--- config.mk ---
export PLATFORM = sky130hd
export DESIGN_NAME = wakeup_keepalive_timer
export DESIGN_NICKNAME = d
export VERILOG_FILES = /design/src/rtl/wkt_pkg.sv /design/src/rtl/wakeup_keepalive_timer.sv /design/src/rtl/tick_divider.sv
export SDC_FILE = /design/constraint.sdc
export NUM_CORES = 1
export LEC_CHECK = 0
export BUFFER_PORTS_ARGS = -buffer_cell sky130_fd_sc_hd__buf_2
export CORE_ASPECT_RATIO = 1.75
export CORE_MARGIN = 4
export CORE_UTILIZATION = 56
export CTS_BUF_LIST = sky130_fd_sc_hd__clkbuf_4 sky130_fd_sc_hd__clkbuf_8
export DETAILED_ROUTE_END_ITERATION = 10
export HOLD_SLACK_MARGIN = 0.08
export PLACE_DENSITY = 0.82
export REMOVE_ABC_BUFFERS = 1
export SKIP_LAST_GASP = 1
export SLEW_MARGIN = 20
export SYNTH_ARGS = -nofsm -noshare
export SYNTH_HDL_FRONTEND = slang
export SYNTH_SLANG_ARGS = --single-unit
--- constraint.sdc ---
create_clock -name clk -period 3.3 [get_ports clk]
set_input_delay 0.66 -clock clk [delete_from_list [all_inputs] [get_ports clk]]
set_output_delay 0.66 -clock clk [all_outputs]
set_load 0.05 [all_outputs]
--- src/rtl/wkt_pkg.sv ---
// Shared constants for the wake-up and keep-alive timer block.
package wkt_pkg;
  // ****************************************
  // Register offsets
  // ****************************************
  localparam logic [7:0] ADDR_SECOND_STATUS_REG     = 8'h0F;
  localparam logic [7:0] ADDR_Z_GAIN_TRIM = 8'h38;
  localparam logic [7:0] ADDR_WAKE_AND_HEARTBEAT_TIMER_CONTROL   = 8'h39;
  localparam logic [7:0] ADDR_INTMAP1_UP  = 8'h3A;
  localparam logic [7:0] ADDR_INTMAP2_UP  = 8'h3B;
  // ****************************************
  // Reset values and field positions
  // ****************************************
  localparam logic [7:0] RST_Z_GAIN_TRIM  = 8'h00;
  localparam logic [7:0] RST_WAKE_AND_HEARTBEAT_TIMER_CONTROL    = 8'h00;
  localparam logic [7:0] RST_INTMAP       = 8'h00;
  localparam int         TRIM_W           = 6;
  localparam int         TRIM_SIGN_BIT    = 5;
  localparam int         WAKE_SEL_LSB     = 6;
  localparam int         HB_SEL_W         = 5;
  localparam int         HB_STATUS_BIT    = 4;
  localparam int         HB_MAP_BIT       = 4;
  localparam logic [7:0] WAKE_AND_HEARTBEAT_TIMER_CONTROL_MASK   = 8'hFF;
  localparam logic [7:0] Z_TRIM_MASK      = 8'h3F;
  localparam logic [7:0] INTMAP_MASK      = 8'hDF;
  // ****************************************
  // Timing
  // ****************************************
  localparam int         CLK_MHZ          = 200;
  localparam int         BASE_TICK_MS     = 80;
  localparam int         BASE_TICK_CYCLES = BASE_TICK_MS * CLK_MHZ * 1000;
  localparam logic [4:0] HB_CODE_OFF      = 5'h00;
  localparam logic [4:0] HB_CODE_MAX      = 5'h14;
  localparam int         HB_CNT_W         = 21;
  // ****************************************
  // Combined gain trim range
  // ****************************************
  localparam int         GAIN_SUM_W       = 7;
endpackage : wkt_pkg

--- src/rtl/wakeup_keepalive_timer.sv ---
// Wake-up interval timer, keep-alive timer, Z gain trim and keep-alive status.
//
// Overview of operation
// [RULE1] Z gain trim is six-bit two's complement, bit 5 sign, 1.56 percent per step.
// [RULE2] User gain trim adds to factory trim within one shared saturating range.
// [RULE3] Wake selector 00/01/10/11 gives 80/160/320/640 ms; reset value is 00.
// [RULE4] Heartbeat code 00000 keeps the keep-alive timer off with no flag.
// [RULE5] Codes 00001 to 10100 give 160 ms doubling up to 23.2 hours; code 10100 here gives 2^20 ticks of 80 ms, about 23.3 hours.
// [RULE6] Each keep-alive expiry sets bit 4 of the second status register.
// [RULE7] Any read of the second status register clears the keep-alive flag.
// [RULE8] Keep-alive status can be routed to either interrupt pin.
// [RULE9] Pin one asserts on keep-alive only when map bit 4 is one.
// [RULE10] Heartbeat codes above 10100 are reserved and keep the timer off.
`timescale 1ns/1ps
`default_nettype none
module wakeup_keepalive_timer #(
  parameter int BASE_TICK_CYCLES = wkt_pkg::BASE_TICK_CYCLES
) (
  input  wire logic              clk,
  input  wire logic              resetn,
  input  wire logic [7:0]        reg_addr,
  input  wire logic              reg_wr,
  input  wire logic [7:0]        reg_wdata,
  input  wire logic              reg_rd,
  output logic      [7:0]        reg_rdata,
  input  wire logic signed [5:0] factory_gain_trim,
  output logic signed [6:0]      z_gain_total,
  output logic                   wake_pulse,
  output logic                   heartbeat_pulse,
  output logic                   interrupt_pin_one,
  output logic                   interrupt_pin_two
);
  // ****************************************
  // Registers
  // ****************************************
  logic [7:0]  z_trim_reg;
  logic [7:0]  wake_and_heartbeat_timer_control_reg;
  logic [7:0]  intmap1_reg;
  logic [7:0]  intmap2_reg;
  logic        hb_flag_reg;
  logic [3:0]  wake_cnt_reg;
  localparam int HB_W = wkt_pkg::HB_CNT_W;
  logic [HB_W-1:0] hb_cnt_reg;

  wire         base_tick;

  // The divider free-runs: a control write restarts the counters but not the tick phase,
  // so the first period after a write may be up to one tick short.
  tick_divider #(
    .DIV (BASE_TICK_CYCLES)
  ) u_tick (
    .clk    (clk),
    .resetn (resetn),
    .tick   (base_tick)
  );

  // ****************************************
  // Functions
  // ****************************************
  // One compare shared by every strobe decode, so reads and writes see the same map.
  function automatic logic addr_hit(input logic [7:0] a, input logic [7:0] target);
    addr_hit = (a == target);
  endfunction

  // Last count of a period of 2^sel ticks; the counter wraps on this value.
  function automatic logic [HB_W-1:0] last_count(input logic [4:0] sel);
    logic [HB_W:0] span;
    span = (HB_W+1)'(1) << sel;
    last_count = HB_W'(span - (HB_W+1)'(1));
  endfunction

  // ****************************************
  // Decode
  // ****************************************
  wire wr_z      = reg_wr && addr_hit(reg_addr, wkt_pkg::ADDR_Z_GAIN_TRIM);
  wire wr_tctl   = reg_wr && addr_hit(reg_addr, wkt_pkg::ADDR_WAKE_AND_HEARTBEAT_TIMER_CONTROL);
  wire wr_map1   = reg_wr && addr_hit(reg_addr, wkt_pkg::ADDR_INTMAP1_UP);
  wire wr_map2   = reg_wr && addr_hit(reg_addr, wkt_pkg::ADDR_INTMAP2_UP);
  wire rd_stat2  = reg_rd && addr_hit(reg_addr, wkt_pkg::ADDR_SECOND_STATUS_REG);

  wire [1:0] wake_interval_sel = wake_and_heartbeat_timer_control_reg[wkt_pkg::WAKE_SEL_LSB +: 2];
  wire [4:0] hb_sel            = wake_and_heartbeat_timer_control_reg[wkt_pkg::HB_SEL_W-1:0];

  // A reserved code behaves as off, so a bad write never produces spurious flags.
  wire hb_enabled = (hb_sel != wkt_pkg::HB_CODE_OFF) && (hb_sel <= wkt_pkg::HB_CODE_MAX); // [RULE4] [RULE10]

  // Code n expires after 2^n base ticks of 80 ms: code 1 is 160 ms, code 20 about 23.3 h.
  wire [HB_W-1:0] hb_last   = last_count(hb_sel); // [RULE5]
  wire [3:0]      wake_last = 4'(last_count({3'h0, wake_interval_sel})); // [RULE3]

  wire hb_expire   = hb_enabled && base_tick && (hb_cnt_reg == hb_last); // [RULE5]
  wire wake_expire = base_tick && (wake_cnt_reg == wake_last); // [RULE3]

  // Set wins over the clear so an expiry coincident with a read is not lost.
  wire hb_flag_next = hb_expire | (hb_flag_reg & ~rd_stat2); // [RULE6] [RULE7]

  // Sign-extend both trims and saturate; the seven-bit range holds every sum, so no factory trim limits the user trim.
  function automatic logic signed [6:0] sat_sum(input logic signed [5:0] a,
                                                input logic signed [5:0] b);
    logic signed [7:0] s;
    s = 8'(signed'(a)) + 8'(signed'(b));
    if (s > 8'sd63)
      sat_sum = 7'sd63;
    else if (s < -8'sd64)
      sat_sum = -7'sd64;
    else
      sat_sum = s[6:0];
  endfunction

  wire signed [5:0] user_trim   = signed'(z_trim_reg[wkt_pkg::TRIM_W-1:0]); // [RULE1]
  wire signed [6:0] gain_next   = sat_sum(user_trim, factory_gain_trim); // [RULE2]

  logic [7:0] rdata_next;
  always_comb begin
    rdata_next = 8'h00;
    case (reg_addr)
      wkt_pkg::ADDR_Z_GAIN_TRIM: rdata_next = z_trim_reg & wkt_pkg::Z_TRIM_MASK;
      wkt_pkg::ADDR_WAKE_AND_HEARTBEAT_TIMER_CONTROL:   rdata_next = wake_and_heartbeat_timer_control_reg;
      wkt_pkg::ADDR_INTMAP1_UP:  rdata_next = intmap1_reg;
      wkt_pkg::ADDR_INTMAP2_UP:  rdata_next = intmap2_reg;
      wkt_pkg::ADDR_SECOND_STATUS_REG:     rdata_next = {3'h0, hb_flag_reg, 4'h0};
      default:                   rdata_next = 8'h00;
    endcase
  end

  // ****************************************
  // Register file
  // ****************************************
  always_ff @(posedge clk) begin
    if (!resetn) begin
      z_trim_reg    <= wkt_pkg::RST_Z_GAIN_TRIM;
      wake_and_heartbeat_timer_control_reg <= wkt_pkg::RST_WAKE_AND_HEARTBEAT_TIMER_CONTROL; // [RULE3]
      intmap1_reg   <= wkt_pkg::RST_INTMAP;
      intmap2_reg   <= wkt_pkg::RST_INTMAP;
      reg_rdata     <= 8'h00;
    end else begin
      // Trim and map reserved bits are masked on write so readback shows zeros there; the timer control mask keeps all eight bits.
      if (wr_z) begin
        z_trim_reg <= reg_wdata & wkt_pkg::Z_TRIM_MASK; // [RULE1]
      end
      if (wr_tctl) begin
        wake_and_heartbeat_timer_control_reg <= reg_wdata & wkt_pkg::WAKE_AND_HEARTBEAT_TIMER_CONTROL_MASK;
      end
      if (wr_map1) begin
        intmap1_reg <= reg_wdata & wkt_pkg::INTMAP_MASK;
      end
      if (wr_map2) begin
        intmap2_reg <= reg_wdata & wkt_pkg::INTMAP_MASK;
      end
      if (reg_rd) begin
        reg_rdata <= rdata_next;
      end
    end
  end

  // ****************************************
  // Timers and outputs
  // ****************************************
  // Rewriting the control register restarts both periods from zero.
  // The wake timer runs whatever the keep-alive code holds.
  always_ff @(posedge clk) begin
    if (!resetn) begin
      wake_cnt_reg <= 4'h0;
    end else if (wr_tctl) begin
      wake_cnt_reg <= 4'h0;
    end else if (base_tick) begin
      wake_cnt_reg <= wake_expire ? 4'h0 : wake_cnt_reg + 4'h1; // [RULE3]
    end
  end

  // Holding the counter at zero while off means a later enable starts a full period.
  always_ff @(posedge clk) begin
    if (!resetn) begin
      hb_cnt_reg <= '0;
    end else if (wr_tctl || !hb_enabled) begin
      hb_cnt_reg <= '0; // [RULE4]
    end else if (base_tick) begin
      hb_cnt_reg <= hb_expire ? '0 : hb_cnt_reg + HB_W'(1); // [RULE5]
    end
  end

  always_ff @(posedge clk) begin
    if (!resetn) begin
      hb_flag_reg <= 1'b0;
    end else begin
      hb_flag_reg <= hb_flag_next; // [RULE6] [RULE7]
    end
  end

  // A control write suppresses the pulses, since the counters restart in that cycle.
  always_ff @(posedge clk) begin
    if (!resetn) begin
      wake_pulse      <= 1'b0;
      heartbeat_pulse <= 1'b0;
    end else begin
      wake_pulse      <= wake_expire && !wr_tctl;
      heartbeat_pulse <= hb_expire && !wr_tctl;
    end
  end

  // Pins follow the next flag value so they rise in the same cycle as the flag.
  always_ff @(posedge clk) begin
    if (!resetn) begin
      interrupt_pin_one <= 1'b0;
      interrupt_pin_two <= 1'b0;
    end else begin
      interrupt_pin_one <= hb_flag_next & intmap1_reg[wkt_pkg::HB_MAP_BIT]; // [RULE8] [RULE9]
      interrupt_pin_two <= hb_flag_next & intmap2_reg[wkt_pkg::HB_MAP_BIT]; // [RULE8]
    end
  end

  // The total is registered so the sensing path sees a value free of decode glitches.
  always_ff @(posedge clk) begin
    if (!resetn) begin
      z_gain_total <= 7'sd0;
    end else begin
      z_gain_total <= gain_next; // [RULE2]
    end
  end
endmodule // wakeup_keepalive_timer
`default_nettype wire

--- src/rtl/tick_divider.sv ---
// Divider that produces a one-cycle enable pulse every DIV clock cycles.
`timescale 1ns/1ps
`default_nettype none
module tick_divider #(
  parameter int DIV = wkt_pkg::BASE_TICK_CYCLES
) (
  input  wire logic clk,
  input  wire logic resetn,
  output logic      tick
);
  logic [31:0] cnt_reg;
  wire         at_end = (cnt_reg == 32'(DIV - 1));

  always_ff @(posedge clk) begin
    if (!resetn) begin
      cnt_reg <= 32'h0000_0000;
      tick    <= 1'b0;
    end else begin
      cnt_reg <= at_end ? 32'h0000_0000 : cnt_reg + 32'h0000_0001;
      tick    <= at_end;
    end
  end
endmodule // tick_divider
`default_nettype wire

==> results of run 1 <==
-- cell type report --
| class | count | area (um^2) | area share, % |
|---|---|---|---|
| sequential | 106 | 2122 | 34.80 |
| clock buffer | 9 | 123.9 | 2.031 |
| clock inverter | 7 | 60.06 | 0.9848 |
| tap | 125 | 156.4 | 2.565 |
| inverter | 15 | 56.30 | 0.9233 |
| timing repair buffer | 57 | 317.8 | 5.211 |
| multi-input combinational | 475 | 3262 | 53.49 |
-- stage by stage --
stage / TNS [ns] / total power, uW / hold slack, ns
floorplan: -1.149 / 1378 / 0.4176
global placement: 0 / 1427 / 0.4301
detailed placement: 0 / 1431 / 0.4441
CTS: 0 / 2161 / 0.4628
global route: 0 / 2228 / 0.5018
finish: 0 / 2150 / 0.4622
-- cell families after synthesis --
family,after synthesis
compound gates,87
xor+xnor,62
fa+ha+maj,11
buf+inv,50
flops,106
mux,38
simple gates,277
-- cell usage after synthesis (all sizes together), types with 9 or more instances --
master | number | area (um^2)
mux2i | 30 | 300.3
buf | 14 | 93.84
inv | 15 | 56.30
xnor2 | 30 | 262.8
nand2b | 15 | 93.84
nor4 | 11 | 83.83
nor3 | 15 | 80.08
clkbuf | 21 | 78.83
nand2 | 43 | 161.4
nor2b | 36 | 225.2
a21oi | 15 | 75.07
dfxtp | 106 | 2122
ha | 10 | 125.1
and2 | 9 | 56.30
o21ai | 16 | 80.08
xor2 | 32 | 280.3
nor2 | 54 | 202.7
nand4 | 10 | 62.56
and3 | 28 | 175.2
nand3 | 29 | 157.7
-- power by group --
| group | total, uW | internal (uW) | leakage (uW) | switching, uW |
|---|---|---|---|---|
| registers | 1290 | 1290 | 0.000856 | 4.45 |
| logic | 110 | 40.5 | 0.00167 | 69.2 |
| clock network | 749 | 286 | 0.0000844 | 463 |
| total | 2150 | 1610 | 0.00261 | 537 |
-- worst reg2reg max path, cell delays in order (launching register included) --
cell and delay, ns:
dfxtp_1 0.32, or3_4 0.39, or3_1 0.34, ha_1 0.22, buf_4 0.21, xnor2_1 0.15, a21o_1 0.19, a311oi_1 0.27
o21ai_0 0.13, and4_1 0.26, and3_1 0.21, o211a_1 0.23
-- per-layer routing --
metal  vias up  track usage [%]
li1       2276                -
met1      2217            24.36
met2       113            41.59
met3        35            3.649
met4         0            12.03
met5         -                0
-- final timing paths --
check                                                        from                      endpoint  slack [ns]  cells after the start
max          wake_and_heartbeat_timer_control_reg[2]$_SDFFE_PN0P_  interrupt_pin_one$_SDFF_PN0_        0.27                     11
max reg2reg  wake_and_heartbeat_timer_control_reg[2]$_SDFFE_PN0P_  interrupt_pin_one$_SDFF_PN0_        0.27                     11
min reg2reg                          u_tick.cnt_reg[0]$_SDFF_PP0_  u_tick.cnt_reg[0]$_SDFF_PP0_        0.46                      1
min                                  u_tick.cnt_reg[0]$_SDFF_PP0_  u_tick.cnt_reg[0]$_SDFF_PP0_        0.46                      1
==> flow_summary.yaml, run 1 <==
run_status:
  outcome: "finished, final reports clean"
setup_path:
  crit_arrival_ns: 3.30
  worstPathRequired_ns: 3.57
  cp_max_fo: 20
  cp_slowest_stage_delay_ns: 0.39
  crit_family: "simple AND/OR/NAND/NOR gates"
  worstSetupPathType: "flop to flop"
  critical_path.slowest_cell: "or3_4"
  startpoint_type: "flop"
  crit_chain: "or3_4, or3_1, ha_1, buf_4, xnor2_1, a21o_1, a311oi_1, o21ai_0, and4_1, and3_1, o211a_1"
  end_kind: "flop"
  cp_num_buf_inv: 1
logic_synthesis:
  synth_mux_area_share_pct: 8.025
  async_flop_share_pct: 0
  syn_avg_cell_area_um2: 8.895
  synth-xor-area-share_pct: 9.675
  syn-instance-count: 631
  syn_area_um2: 5613
  yosysUniqueCellTypes: 62
  synth_edf_count: 0
  synth_compound_area_share_pct: 10.97
  synthSimpleGateAreaFrac_pct: 26.86
  ys.flop_type: "dfxtp_1"
  synth_top_family_by_area: "simple AND/OR/NAND/NOR gates"
  synthAdderAreaFrac_pct: 2.586
  synth-seq-area-share_pct: 37.81
  ys_seq_elements: 106
  yosysWarnings: 0
clock_tree:
  ctsHoldBuffers: 0
  clk_pin_slew_ns: 0.10
  insertion_delay_ns: 0.38
  cts_resized: 0
  cts-root-buf: "clkbuf_8"
  cts_buffer_depth: 2
  cts_sinks: 106
  cts_buffers: 9
  cts_tree: "yes"
  postCtsSetupBuffers: 0
  h-tree-depth: 3
timing:
  fin_crit_sh_pct: 91.71
  hold_viol: 0
  report.final.slew_viol_count: 0
  fin_worst_skew_ns: 0.01537
  worst_slew_pin_slew_ns: 0.7558
  timing.fmax_mhz: 330.4
  maxSlewHeadroom_pct: 49.22
  grt_setup_unrepaired: "no"
  min_period_ns: 3.027
  setup-violations-final: 0
  layout_setup_ws_ns: 0.2735
floorplanning:
  die_h_um: 140.4
  die_w_um: 83.68
  io_pins: 45
  design.die.area_um2: 11750
  rows: 48
  start_util_pct: 56.99
  core_um2: 9849
final_layout:
  final_util_pct: 61.92
  diodes: 0
  final_design_area_no_fill_um2: 6098
  syn2layout_area_growth_pct: 8.649
  final_cell_mix: "dfxtp_1, nor2_1, buf_2"
  nNetsFinal: 701
  drive_gt1_share_pct: 13.00
  largest_reg_flops: 32
  nFillCells: 834
  stdcell_count: 794
  final_common_cell: "dfxtp_1"
global_route:
  grt_max_degree: 34
  grt_pass1_vias: 4635
  antenna_found_initial: 0
  grt_pass1_wl_mm: 21.89
  track_usage_pct: 22.62
  grt_overflow: 0
detailed_routing:
  routedWlPerCell_um: 16.33
  dr_wl_met2_mm: 7.013
  drt-total-wl_mm: 12.97
  ant_nets: 0
  topRoutingLayerUsed: "met4"
  drc: 0
  drt_iter0_markers: 262
  wl_met1_mm: 5.014
  first_pass_iters: 5
  dr_total_vias: 4641
  viasPerCell: 5.845
  met3_length_um: 431
run:
  drv_cap: 0
power:
  p_leak_uw: 0.002607
  ir_worst_vdd_uv: 347.9
  power-per-cell-area_nw_per_um2: 352.6
place:
  hpwl_mm: 9.548
  place.gp.congestion: 0.8698
  postPlaceCellArea_um2: 5914
  dp.cells: 778
  preCtsSetupSlack_ns: 0.2947
  port_buffers: 44
hold_path:
  hp-class: "flop to flop"
Note: power is estimated with default switching activity, not from simulation.
==> run 2: changes to the inputs <==
Settings changed: ABC_CLOCK_PERIOD_IN_PS from default to 3300, CELL_PAD_IN_SITES_DETAIL_PLACEMENT from default to 2, CELL_PAD_IN_SITES_GLOBAL_PLACEMENT from default to 2, CORE_ASPECT_RATIO 1.75 to default, CORE_UTILIZATION 56 to 35.
==> flow_summary.yaml, run 2 (synthesized netlist as in run 1, its figures left out) <==
hold_path:
  worstHoldStart: "u_tick.cnt_reg[0]$_SDFF_PP0_"
  hold_path_depth: 1
  hold_path_end: "u_tick.cnt_reg[0]$_SDFF_PP0_"
  hp-class: "flop to flop"
clock_tree:
  insertion_delay_ns: 0.40
  cts_tree: "yes"
  h-tree-depth: 3
  ctsHoldBuffers: 0
  clk_pin_slew_ns: 0.11
  cts_sinks: 106
  cts_buffer_depth: 2
  cts-root-buf: "clkbuf_8"
  cts_buffers: 9
detailed_routing:
  drt-total-wl_mm: 16.48
  viasPerCell: 5.327
  routedWlPerCell_um: 18.56
  first_pass_iters: 4
  ant_nets: 0
  dr_total_vias: 4730
  drt_iter0_markers: 170
  drc: 0
power:
  clkPwrFrac_pct: 38.5
  p_leak_uw: 0.002636
  comb_power_share_pct: 5.0
  ir_worst_vdd_uv: 192.8
  p_int_uw: 1710
  power.share.switching_pct: 25.23
  power_frac_seq_pct: 56.5
  p_switching_uw: 577.1
  power-per-cell-area_nw_per_um2: 364.5
  report.power.total_uw: 2288
final_layout:
  nNetsFinal: 704
  final_common_cell: "dfxtp_1"
  final_cell_mix: "dfxtp_1, nor2_1, buf_2"
  largest_reg_flops: 32
  diodes: 0
  drive_gt1_share_pct: 13.69
  syn2layout_area_growth_pct: 11.81
run_status:
  outcome: "finished, final reports clean"
setup_path:
  startpoint_type: "flop"
  crit_arrival_ns: 3.52
  cp_max_fo: 10
  end_kind: "flop"
  worstSetupPathType: "flop to flop"
  reg2reg_from: "wake_and_heartbeat_timer_control_reg[2]$_SDFFE_PN0P_"
  r2r_slack_ns: 0.08
  worstPathRequired_ns: 3.59
  worst_r2r_path_depth: 11
  timing.rr.end: "hb_cnt_reg[19]$_SDFFE_PP0P_"
timing:
  min_period_ns: 3.224
  report.final.slew_viol_count: 0
  fin_crit_sh_pct: 97.70
  maxSlewHeadroom_pct: 43.77
  timing.fmax_mhz: 310.2
  fin_worst_skew_ns: 0.02169
  grt_setup_unrepaired: "yes"
  worst_slew_pin_slew_ns: 0.8370
  hold_viol: 0
  setup-violations-final: 0
  layout_setup_ws_ns: 0.07583
  fin_setup_tns_ns: 0
place:
  preCtsSetupSlack_ns: 0.1366
  port_buffers: 44
  place.gp.congestion: 0.7853
  hpwl_mm: 11.91
run:
  drv_cap: 0
floorplanning:
  io_pins: 45
  design.die.area_um2: 18130
  die_w_um: 134.6
  die_h_um: 134.6
  start_util_pct: 35.59
  core_um2: 15770
  rows: 46
global_route:
  grt_max_degree: 39
  antenna_found_initial: 0
  grt_pass1_wl_mm: 27.30
  track_usage_pct: 18.68
  grt_pass1_vias: 5367
  grt_overflow: 0
-- run 2: per-layer routing --
metal,global-route usage [%],vias up,part of all wire [%],wire length [um]
met5,0,-,0,0
met4,6.505,0,1.9,310
met3,2.571,21,1.8,297
met2,35.05,36,55,8997
met1,21.60,2390,42,6877
li1,-,2283,-,-
-- run 2: per-stage QoR --
step	hold WS (ns)	area, um^2	util (%)	std cells
floorplan	0.4176	5440	-	596
global placement	0.4295	6028	38.23	869
detailed placement	0.4475	6028	38.23	869
CTS	0.4654	6237	39.55	885
global route	0.4949	6276	39.80	888
finish	0.4597	6276	39.80	888
-- run 2: cell type report --
cell class              count  area (um^2)
clock buffers              10        137.6
multi-input cells         476         3286
fillers                  1790         9494
clock inverters             6        71.32
flip-flops and latches    106         2122
inverters                  15        56.30
well taps                 216        270.3
repair buffers             59        332.8
-- run 2: worst max-delay path by stage --
stage | slack (ns) | cells after the start | start | to
2_1_floorplan | -0.08 | 10 | wake_and_heartbeat_timer_control_reg[4]$_SDFFE_PN0P_ | hb_cnt_reg[19]$_SDFFE_PP0P_
3_3_place_gp | 0.31 | 10 | wake_and_heartbeat_timer_control_reg[2]$_SDFFE_PN0P_ | hb_cnt_reg[19]$_SDFFE_PP0P_
3_5_place_dp | 0.14 | 10 | wake_and_heartbeat_timer_control_reg[2]$_SDFFE_PN0P_ | hb_cnt_reg[19]$_SDFFE_PP0P_
4_1_cts | 0.03 | 10 | wake_and_heartbeat_timer_control_reg[2]$_SDFFE_PN0P_ | hb_cnt_reg[19]$_SDFFE_PP0P_
5_1_grt | -0.01 | 11 | wake_and_heartbeat_timer_control_reg[2]$_SDFFE_PN0P_ | hb_cnt_reg[19]$_SDFFE_PP0P_
6_report | 0.08 | 11 | wake_and_heartbeat_timer_control_reg[2]$_SDFFE_PN0P_ | hb_cnt_reg[19]$_SDFFE_PP0P_
-- run 2: power groups by stage --
stage	Clock, uW	Combinational (uW)	Sequential (uW)
2_1_floorplan	0	39.1	1340
3_3_place_gp	0	108	1320
3_5_place_dp	0	114	1320
4_1_cts	911	115	1290
5_1_grt	958	125	1290
6_report	882	115	1290
-- run 2: timing repair --
item                                   in CTS  in global routing
endpoints found under the hold margin       0                  0
resized for setup                           0                  4
setup endpoints to repair                   0                 18
buffers inserted                            0                  2
-- run 2: critical path, stage by stage (launching register included) --
cell     delay, ns
dfxtp_1       0.34
or3_4         0.41
or3_1         0.37
ha_1          0.26
or3_4         0.36
o22ai_2       0.14
a21oi_1       0.11
mux2_4        0.31
nor4_4        0.29
buf_4         0.17
nand3_4       0.14
and3_1        0.23
==> run 3: changes to the inputs <==
Settings changed: ABC_AREA from default to 1, CORE_UTILIZATION 35 to 32, PLACE_DENSITY 0.82 to 0.83.
==> flow_summary.yaml, run 3 <==
run_status:
  outcome: "finished, final reports clean"
final_layout:
  final_common_cell: "nand2_1"
  final_cell_mix: "nand2_1, inv_1, dfxtp_1"
  stdcell_count: 1160
  final_design_area_no_fill_um2: 6583
  drive_gt1_share_pct: 12.24
  syn2layout_area_growth_pct: 11.23
  diodes: 0
  nNetsFinal: 963
  largest_reg_flops: 32
power:
  ir_worst_vdd_uv: 199.8
  clkPwrFrac_pct: 36.8
  power_frac_seq_pct: 57.9
  power.share.switching_pct: 27.37
  comb_power_share_pct: 5.3
  power-per-cell-area_nw_per_um2: 339.0
  p_int_uw: 1621
  p_leak_uw: 0.002553
  p_switching_uw: 610.7
global_route:
  antenna_found_initial: 0
  grt_overflow: 0
  track_usage_pct: 19.64
  grt_max_degree: 33
  grt_pass1_vias: 6391
  grt_pass1_wl_mm: 32.76
timing:
  min_period_ns: 2.867
  worst_slew_pin_slew_ns: 0.7888
  layout_setup_ws_ns: 0.4328
  setup-violations-final: 0
  fin_setup_tns_ns: 0
  hold_viol: 0
  fin_crit_sh_pct: 86.89
  fin_worst_skew_ns: 0.01337
  timing.hold.ws_ns: 0.4620
  timing.fmax_mhz: 348.8
  report.final.slew_viol_count: 0
  maxSlewHeadroom_pct: 47.35
  grt_setup_unrepaired: "no"
place:
  preCtsSetupSlack_ns: 0.4637
  postPlaceCellArea_um2: 6391
  port_buffers: 44
  hpwl_mm: 15.26
  place.gp.congestion: 0.8561
  dp.cells: 1144
clock_tree:
  cts_sinks: 106
  ctsHoldBuffers: 0
  postCtsSetupBuffers: 0
  h-tree-depth: 3
  cts-root-buf: "clkbuf_8"
  cts_buffer_depth: 2
  cts_tree: "yes"
  cts_buffers: 9
  cts_resized: 0
  insertion_delay_ns: 0.40
  clk_pin_slew_ns: 0.11
run:
  drv_cap: 0
floorplanning:
  rows: 49
  die_h_um: 144.0
  design.die.area_um2: 20730
  die_w_um: 144.0
  core_um2: 18090
  io_pins: 45
  start_util_pct: 32.72
logic_synthesis:
  synth_edf_count: 0
  synth-seq-area-share_pct: 35.86
  synth.top_cell.area_share_pct: 35.86
  syn_area_um2: 5918
  async_flop_share_pct: 0
  ys_top_cells_by_count: "nand2_1, inv_1, dfxtp_1, nor2_1, a21oi_1"
  yosysUniqueCellTypes: 39
  syn-instance-count: 880
  ys.flop_type: "dfxtp_1"
  synthTopCellsByArea: "dfxtp_1, nand2_1, inv_1"
  yosysWarnings: 0
  synth.largest_area_cell: "dfxtp_1"
  synthSimpleGateAreaFrac_pct: 36.00
  syn_avg_cell_area_um2: 6.725
  synth-xor-area-share_pct: 5.307
  synthAdderAreaFrac_pct: 2.452
  synth_mux_area_share_pct: 0
  synth_most_common_cell: "nand2_1"
  synth_compound_area_share_pct: 11.37
  ys_seq_elements: 106
  synth_top_family_by_area: "simple AND/OR/NAND/NOR gates"
detailed_routing:
  drc: 0
  first_pass_iters: 4
  viasPerCell: 5.108
  dr_total_vias: 5925
  drt-total-wl_mm: 19.46
  ant_nets: 0
  routedWlPerCell_um: 16.77
  drt_iter0_markers: 220
setup_path:
  cp_max_fo: 16
  worstPathRequired_ns: 3.58
  worstSetupPathType: "flop to flop"
  startpoint_type: "flop"
  end_kind: "flop"
  crit_arrival_ns: 3.15
hold_path:
  hp-class: "flop to flop"
-- run 3: changes by cell type after synthesis, moves of 36 or more --
cell / before / now
inv_1: 15 / 109
nor2_1: 54 / 97
a21oi_1: 15 / 66
nand2_1: 43 / 202
nor2b_1: 36 / 0
o21ai_0: 10 / 48
-- run 3: final timing paths --
check	from	to	slack [ns]	cells after the start
setup / recovery	wake_and_heartbeat_timer_control_reg[2]$_SDFFE_PN0P_	hb_cnt_reg[16]$_SDFFE_PP0P_	0.43	16
hold / removal	intmap1_reg[6]$_SDFFE_PN0P_	intmap1_reg[6]$_SDFFE_PN0P_	0.46	2
setup reg to reg	wake_and_heartbeat_timer_control_reg[2]$_SDFFE_PN0P_	hb_cnt_reg[16]$_SDFFE_PP0P_	0.43	16
hold reg to reg	intmap1_reg[6]$_SDFFE_PN0P_	intmap1_reg[6]$_SDFFE_PN0P_	0.46	2
-- run 3: critical path, cell delays in order, from the launching register on --
cell and delay (ns):
dfxtp_1 0.52, inv_2 0.19, nand2_1 0.19, inv_1 0.06
nand2_1 0.06, ha_1 0.30, nand2_2 0.14, inv_1 0.14
nand3_1 0.12, nand3_1 0.14, nand2_1 0.08, nor2_1 0.14
nand3_1 0.10, nor2_1 0.13, nand2_2 0.12, nand2_4 0.24
nor2_1 0.09
-- run 3: metrics by stage --
step / power (uW) / util [%]
detailed placement: 1440 / 35.34
global placement: 1437 / 35.34
floorplan: 1382 / -
CTS: 2265 / 36.40
global route: 2337 / 36.40
finish: 2232 / 36.40
-- run 3: cell type report --
type | instances | area (um^2)
Clock buffer | 10 | 131.4
Clock inverter | 6 | 60.06
Tap cell | 229 | 286.5
Sequential cell | 106 | 2122
Fill cell | 2255 | 11500
Inverter | 115 | 431.7
Timing Repair Buffer | 53 | 287.8
Multi-Input combinational cell | 641 | 3263
-- run 3: power groups by stage --
stage | registers [uW] | logic [uW] | clock network (uW)
after floorplan | 1340 | 43.3 | 0
after global placement | 1320 | 116 | 0
after detailed placement | 1320 | 119 | 0
after CTS | 1290 | 120 | 852
after global routing | 1290 | 134 | 909
final | 1290 | 119 | 821
-- run 3: logic make-up after synthesis --
kind of cell | count (synthesis)
DFF | 106
and+or+nand+nor | 468
buffers and inverters | 133
AOI/OAI and AO/OA | 127
xor gates and xnor gates | 35
adders and majority gates | 11
-- run 3: routing by layer --
layer  GRT usage (%)  vias up  share of wire [%]
li1                -     2948                  -
met1           25.27     2902                 46
met2           34.66       56                 50
met3           3.241       19                2.3
met4           4.113        0                1.5
met5               0        -                  0
